### src/pamx_regs.svh
`ifndef PAMX_REGS_SVH
`define PAMX_REGS_SVH

// ----------------------------------------
// Reset values and pin positions
// ----------------------------------------
`define PAMX_AF_RST_ABC     8'h00
`define PAMX_AF_RST_D       8'h01
`define PAMX_DIR_RST        8'hff
`define PAMX_LED_RST        8'h00
`define PAMX_TMR_PIN_A      0
`define PAMX_TMR_PIN_B      6
`define PAMX_XTAL_PIN_A     0
`define PAMX_XTAL_PIN_B     1
`define PAMX_EXTERNAL_CLOCK_INPUT_PIN      3
`define PAMX_VREF_PIN       5
`define PAMX_ANA_PINS       6
`define PAMX_RSTPIN_BIT     0
`endif

### src/pamx_pkg.sv
package pamx_pkg;
    // LED sink level per pin: 3, 7, 13, 20 mA
    typedef enum logic [1:0] {
        PAMX_LED_3MA  = 2'h0,
        PAMX_LED_7MA  = 2'h1,
        PAMX_LED_13MA = 2'h2,
        PAMX_LED_20MA = 2'h3
    } pamx_led_lvl_t;

    // Per-port software configuration
    typedef struct packed {
        logic [7:0] out_data;
        logic [7:0] dir_in;
        logic [7:0] alt_en;
        logic [7:0] set_low;
        logic [7:0] set_high;
        logic [7:0] high_drive;
        logic [7:0] stop_wake_en;
    } pamx_port_cfg_t;

    // Per-port pin drive bundle
    typedef struct packed {
        logic [7:0] out;
        logic [7:0] oe;
        logic [7:0] high_drive;
    } pamx_pin_drv_t;
endpackage : pamx_pkg

### src/pamx_mux.sv
`timescale 1ns/1ps
`default_nettype none
`include "pamx_regs.svh"
module pamx_mux (
    input  wire logic                     clk_sys,
    input  wire logic                     rst,
    input  wire pamx_pkg::pamx_port_cfg_t cfg_a,
    input  wire pamx_pkg::pamx_port_cfg_t cfg_b,
    input  wire pamx_pkg::pamx_port_cfg_t cfg_c,
    input  wire pamx_pkg::pamx_port_cfg_t cfg_d,
    input  wire logic                     cfg_a_wr,
    input  wire logic                     cfg_d_wr,
    input  wire logic [15:0]              led_level,
    input  wire logic [7:0]               led_sink_enable,
    input  wire logic                     xtal_enable,
    input  wire logic                     timer_out_mode,
    input  wire logic                     timer_out_a,
    input  wire logic                     timer_out_b,
    input  wire logic                     reset_req,
    input  wire logic [7:0]               pin_a_in,
    input  wire logic [7:0]               pin_b_in,
    input  wire logic [7:0]               pin_c_in,
    input  wire logic                     pin_d0_in,
    output pamx_pkg::pamx_pin_drv_t       drv_a,
    output pamx_pkg::pamx_pin_drv_t       drv_b,
    output pamx_pkg::pamx_pin_drv_t       drv_c,
    output logic                          pin_d0_out,
    output logic                          pin_d0_oe,
    output logic                          pin_d0_pullup,
    output logic                          pin_d0_high_drive,
    output logic [7:0]                    led_sink_on,
    output logic [15:0]                   led_sink_level,
    output logic [7:0]                    gpio_a_in,
    output logic [7:0]                    gpio_b_in,
    output logic [7:0]                    gpio_c_in,
    output logic                          ext_reset_in,
    output logic                          timer_in_a,
    output logic                          timer_in_b,
    output logic [5:0]                    analog_sel,
    output logic                          vref_sel,
    output logic                          external_clock_input,
    output logic [7:0]                    stop_wake_mask_a,
    output logic [7:0]                    set_select_high_b,
    output logic [7:0]                    set_select_high_c
);
    // ----------------------------------------
    // Input synchronisers
    // ----------------------------------------
    logic [24:0] sync_1;
    logic [24:0] sync_2;
    logic [7:0]  pa_s;
    logic [7:0]  pb_s;
    logic [7:0]  pc_s;
    logic        pd_s;

    // Pins are asynchronous to clk_sys; a single stage
    // would let metastability reach the muxes.
    // Cost: three edges from a pin to any input output.
    // No reset here; stale samples flush in two edges.
    // Two stages before any logic sees a pin
    always_ff @(posedge clk_sys) begin
        sync_1 <= {pin_d0_in, pin_c_in, pin_b_in, pin_a_in};
        sync_2 <= sync_1;
    end
    assign {pd_s, pc_s, pb_s, pa_s} = sync_2;

    // ----------------------------------------
    // Shared reset pin role
    // ----------------------------------------
    logic reset_role;

    // Flag only moves on a write strobe, so a stray
    // level on the port D alt enable cannot drop the role.
    // Writing alt enable 1 again restores the reset role.
    // Role survives every other configuration change.
    // Reset role held until software clears the alt enable of bit 0
    always_ff @(posedge clk_sys) begin
        if (rst) begin
            reset_role <= 1'b1;
        end else if (cfg_d_wr) begin
            reset_role <= cfg_d.alt_en[`PAMX_RSTPIN_BIT];
        end
    end

    // Pull-up stays on in reset role so an idle line reads high.
    // Port D stop-wake bits are never routed: no wake source.
    // Direction bit ignored in general mode; pin is output only.
    // High drive follows software in both roles.
    // Reset role open drain: only drive low; general mode is output only
    always_ff @(posedge clk_sys) begin
        if (rst) begin
            pin_d0_out        <= 1'b0;
            pin_d0_oe         <= 1'b0;
            pin_d0_pullup     <= 1'b1;
            pin_d0_high_drive <= 1'b0;
            ext_reset_in      <= 1'b0;
        end else begin
            pin_d0_high_drive <= cfg_d.high_drive[`PAMX_RSTPIN_BIT];
            if (reset_role) begin
                pin_d0_out    <= 1'b0;
                pin_d0_oe     <= reset_req;
                pin_d0_pullup <= 1'b1;
                ext_reset_in  <= ~pd_s;
            end else begin
                pin_d0_out    <= cfg_d.out_data[`PAMX_RSTPIN_BIT];
                pin_d0_oe     <= 1'b1;
                pin_d0_pullup <= 1'b0;
                ext_reset_in  <= 1'b0;
            end
        end
    end

    // ----------------------------------------
    // Port A: timer pair and crystal override
    // ----------------------------------------
    logic [7:0] next_a_out;
    logic [7:0] next_a_oe;
    logic [7:0] xtal_mask;

    assign xtal_mask = xtal_enable ? 8'h03 : 8'h00;

    // Both timer pins share one configuration; only the
    // timer mode decides input or output path.
    // Crystal mask applied last so nothing leaks onto crystal pins.
    // Limitation: timer input on bit 0 is lost under crystal.
    // Alt enable hands timer pins to the timer; its mode picks direction
    always_comb begin
        next_a_out = cfg_a.out_data;
        next_a_oe  = ~cfg_a.dir_in;
        if (cfg_a.alt_en[`PAMX_TMR_PIN_A]) begin
            next_a_out[`PAMX_TMR_PIN_A] = timer_out_a;
            next_a_oe[`PAMX_TMR_PIN_A]  = timer_out_mode;
        end
        if (cfg_a.alt_en[`PAMX_TMR_PIN_B]) begin
            next_a_out[`PAMX_TMR_PIN_B] = timer_out_b;
            next_a_oe[`PAMX_TMR_PIN_B]  = timer_out_mode;
        end
        next_a_oe  = next_a_oe & ~xtal_mask;
        next_a_out = next_a_out & ~xtal_mask;
    end

    // Registered pin drive: outputs come straight from flops.
    // Crystal pins also drop out of input, drive and wake paths.
    // Timer input gating mirrors the output-side selection.
    always_ff @(posedge clk_sys) begin
        if (rst) begin
            drv_a            <= '0;
            gpio_a_in        <= 8'h00;
            timer_in_a       <= 1'b0;
            timer_in_b       <= 1'b0;
            stop_wake_mask_a <= 8'h00;
        end else begin
            drv_a.out        <= next_a_out;
            drv_a.oe         <= next_a_oe;
            drv_a.high_drive <= cfg_a.high_drive & ~xtal_mask;
            gpio_a_in        <= pa_s & ~xtal_mask;
            timer_in_a       <= cfg_a.alt_en[`PAMX_TMR_PIN_A] & ~timer_out_mode & ~xtal_enable
                                & pa_s[`PAMX_TMR_PIN_A];
            timer_in_b       <= cfg_a.alt_en[`PAMX_TMR_PIN_B] & ~timer_out_mode & pa_s[`PAMX_TMR_PIN_B];
            stop_wake_mask_a <= cfg_a.stop_wake_en & ~xtal_mask;
        end
    end

    // ----------------------------------------
    // Port B: set-select choice of analog or clock input
    // ----------------------------------------
    logic [7:0] b_alt;

    // Pins 6 and 7 have nothing to select, so alt enable is ignored there
    assign b_alt = cfg_b.alt_en & 8'h3f;

    // Set-select low picks the function; high is stored only.
    // Pin 4 maps to the analog channel four input.
    // Pin 5 goes to the reference select, not analog_sel.
    always_ff @(posedge clk_sys) begin
        if (rst) begin
            drv_b                <= '0;
            gpio_b_in            <= 8'h00;
            analog_sel           <= 6'h00;
            vref_sel             <= 1'b0;
            external_clock_input <= 1'b0;
            set_select_high_b    <= 8'h00;
        end else begin
            // Alt-enabled pins 0 to 5 are released; analog and clock are inputs
            drv_b.out            <= cfg_b.out_data;
            drv_b.oe             <= ~cfg_b.dir_in & ~b_alt;
            drv_b.high_drive     <= cfg_b.high_drive;
            gpio_b_in            <= pb_s & ~b_alt;
            analog_sel           <= 6'((b_alt & cfg_b.set_low) & 8'h1f);
            vref_sel             <= b_alt[`PAMX_VREF_PIN] & cfg_b.set_low[`PAMX_VREF_PIN];
            external_clock_input <= b_alt[`PAMX_EXTERNAL_CLOCK_INPUT_PIN] & ~cfg_b.set_low[`PAMX_EXTERNAL_CLOCK_INPUT_PIN]
                                    & pb_s[`PAMX_EXTERNAL_CLOCK_INPUT_PIN];
            set_select_high_b    <= cfg_b.set_high;
        end
    end

    // ----------------------------------------
    // Port C: LED sink over everything else
    // ----------------------------------------
    // LED sink takes the pin from the GPIO driver outright.
    // Level pairs: pin n at bits 2n+1 down to 2n.
    // Trade-off: input path left open so software can read pins.
    always_ff @(posedge clk_sys) begin
        if (rst) begin
            drv_c             <= '0;
            gpio_c_in         <= 8'h00;
            led_sink_on       <= `PAMX_LED_RST;
            led_sink_level    <= 16'h0000;
            set_select_high_c <= 8'h00;
        end else begin
            // Sink pins are removed from the GPIO driver, whatever alt says
            drv_c.out         <= cfg_c.out_data;
            drv_c.oe          <= ~cfg_c.dir_in & ~cfg_c.alt_en & ~led_sink_enable;
            drv_c.high_drive  <= cfg_c.high_drive;
            gpio_c_in         <= pc_s;
            led_sink_on       <= led_sink_enable;
            led_sink_level    <= led_level;
            set_select_high_c <= cfg_c.set_high;
        end
    end
endmodule : pamx_mux
`default_nettype wire

### config.mk
export PLATFORM = sky130hd
export DESIGN_NAME = pamx_mux
export DESIGN_NICKNAME = d
export VERILOG_FILES = /design/src/pamx_pkg.sv /design/src/pamx_mux.sv
export VERILOG_INCLUDE_DIRS = /design/src
export SDC_FILE = /design/constraint.sdc
export NUM_CORES = 1
export LEC_CHECK = 0
export ABC_AREA = 1
export BUFFER_PORTS_ARGS = -buffer_cell sky130_fd_sc_hd__clkbuf_2
export CELL_PAD_IN_SITES_DETAIL_PLACEMENT = 1
export CELL_PAD_IN_SITES_GLOBAL_PLACEMENT = 2
export CORE_UTILIZATION = 18
export DETAILED_ROUTE_END_ITERATION = 8
export MAX_ROUTING_LAYER = met4
export PLACE_DENSITY_LB_ADDON = 0.1
export SLEW_MARGIN = 20
export SYNTH_ARGS = -nofsm -noshare
export SYNTH_HDL_FRONTEND = slang
export SYNTH_SLANG_ARGS = --single-unit
### constraint.sdc
create_clock -name clk_sys -period 0.8 [get_ports clk_sys]
set_input_delay 0.16 -clock clk_sys [delete_from_list [all_inputs] [get_ports clk_sys]]
set_output_delay 0.16 -clock clk_sys [all_outputs]
set_load 0.01 [all_outputs]
==> flow_metrics.tcl <==
set metrics [dict create \
    pin_count 441 \
    cap_violations 0 \
    antenna_found_initial 0 \
    numPortBuffers 335 \
    rr_worst_depth 3 \
    whs_ps 46.5 \
    finalCritPeriodShare_pct 139 \
    num_rows 64 \
    drt_wl_total_um 18600 \
    required_ps 640 \
    dp.cells 1283 \
    grt_pass1_vias 5415 \
    synthFlopType "dfxtp_1" \
    slew_violations 0 \
    rsz0062_at_grt "yes" \
    async_flop_share_pct 0 \
    crit_slowest_cell "dfxtp_2" \
    placed_area_um2 7880 \
    num_antenna_cells 0 \
    cp_cell_sequence "buf_8" \
    drcViolationCount 0 \
    clockBufferDepth 3 \
    fin_cells 1505 \
    post-place-ws_ps -126 \
    crit_cells 1 \
    ys_ff_latch 209 \
    max_freq_ghz 0.897 \
    num_vias 5230 \
    crit_start "gpio_b_in[6]" \
    synth.most_common_cell "dfxtp_1" \
    violations "setup timing" \
    die_w_um 179 \
    outcome "complete, but fails checks" \
    hold_start "rst" \
    insertion_delay_ps 520 \
    gp_congestion 0.682 \
    ant_nets 0 \
    areaGrowthSynthToFinish_pct 102 \
    period_minus_slack_ps 1110 \
    grt_overflow 0 \
    cellLeakagePower_nw 5.76 \
    grt_pass1_wl_um 28000 \
    synth_cell_types 12 \
    core_um2 30700 \
    cts_tree "built" \
    min_delay_path_depth 3 \
    cts-root-buf "clkbuf_16" \
    ys_seq_area_share_pct 74.4 \
    wire_per_inst_um 12.4 \
    grtUsageTotal_pct 11.6 \
    max_stage_delay_ps 320 \
    htreeDepth 1 \
    syn-cell-area_um2 5620 \
    nets 1372 \
    finalSetupTns_ps -47380 \
    crit_buf_inv 1 \
    syn_avg_cell_area_um2 10.2 \
    grt_start_max_net_pins 18 \
    synth_area_leaders "dfxtp_1, nor2_1, inv_1, buf_6, nand2_1" \
    initial_core_util_pct 18.3 \
    report.final.setup_viol 158 \
    syn_inst 549 \
    ir_worst_vdd_v 0.00124 \
    synth_top_cell_area_share_pct 74.4 \
    path_delay_family "flip-flops" \
    finalHoldViolations 0 \
    fin_ws_ps -314 \
    fin_worst_skew_ps 9.10 \
    die_h_um 179 \
    cts.clk_slew.worst_paths_ps 60 \
    drive_above_1_share_pct 46.0 \
    fin_area_um2 11400 \
    timing.rr.start "reset_role" \
    first_iter_violations 99 \
    die_area_um2 31900 \
    crit_type "reg -> out" \
    cts_sinks 209 \
    vias_per_cell 3.48 \
    worstPathMaxFanout 1 \
    synth_edf_count 0 \
    first_pass_iters 4 \
    cellPowerDensity_nw_per_um2 2240 \
    synth_warnings 0 \
    hp-class "in -> reg" \
    cp.arrival_ps 950 \
    cts_buffers 25 \
    synthTopCellsByCount "dfxtp_1, nor2_1, inv_1, nand2_1, buf_6" \
    synth_largest_area_cell "dfxtp_1" \
    critPathLaunchType "flop" \
    hpwl_um 13100 \
    postCtsSetupRepairBufs 0 \
    synth_nets 831 \
    end_kind "output port" \
]
state kept, by name, summed over array words and instances (netlist names), 16 cells and up:
signal,count
drv_a,24
drv_b,24
drv_c,24
led_sink_level,16
sync_1,25
sync_2,25
kinds of logic (layout without fill, tap and decap cells):
logic type | Yosys count | in the layout | synth area share (%)
DFF | 209 | 209 | 74.4
and+or+nand+nor | 200 | 200 | 14.4
buffers and inverters | 139 | 699 | 11.1
other | 1 | 1 | 0.0667
metal layers:
metal	GRT usage [%]	routed length [um]	share of wire, %
met5	-	0	0
met4	4.31	675	3.6
met3	4.33	1900	10
met2	19.1	8750	47
met1	12.7	7260	39
final cells by class:
cell class | count | area (um^2)
sequential | 209 | 4320
clock inverter | 9 | 124
fill | 3483 | 19300
tap | 396 | 495
inverter | 122 | 458
clock buffer | 37 | 711
timing repair buffer | 531 | 4440
multi-input combinational | 201 | 817
placed cells by master (no fill, tap or decap), types with 19 or more instances in the layout:
cell type / netlist / routed
nand2_1: 29 / 29
buf_6: 13 / 89
nor2_1: 146 / 146
dlygate4sd3_1: 0 / 177
clkbuf_16: 0 / 25
inv_1: 122 / 122
dfxtp_1: 209 / 102
buf_8: 0 / 19
buf_2: 3 / 50
dfxtp_2: 0 / 107
clkbuf_2: 0 / 176
power breakdown:
part           leakage (nW)  switching, mW  internal, mW
Combinational          3.57           1.05          1.72
Clock                 0.413           4.42          7.10
Sequential             1.77          0.186          11.0
Total                  5.76           5.65          19.8
repair_timing:
item,4_1_cts,5_1_grt
endpoints found under the setup margin,158,162
hold buffers,177,0
endpoints found under the hold margin,164,0
resized for setup,54,339
pin swaps,0,2
path summary, 6_finish.rpt:
check        slack (ps)             to
max reg2reg         120      pin_d0_oe
min reg2reg         320     sync_2[18]
min                  50  analog_sel[3]
max                -310   gpio_b_in[6]
metrics by stage:
stage | util [%] | total power [mW]
after floorplan | - | 12.0
after global placement | 25.7 | 13.1
after detailed placement | 25.7 | 13.1
after CTS | 34.9 | 25.8
after global routing | 37.1 | 26.8
final | 37.1 | 25.5
(Power assumes the default switching activity.)
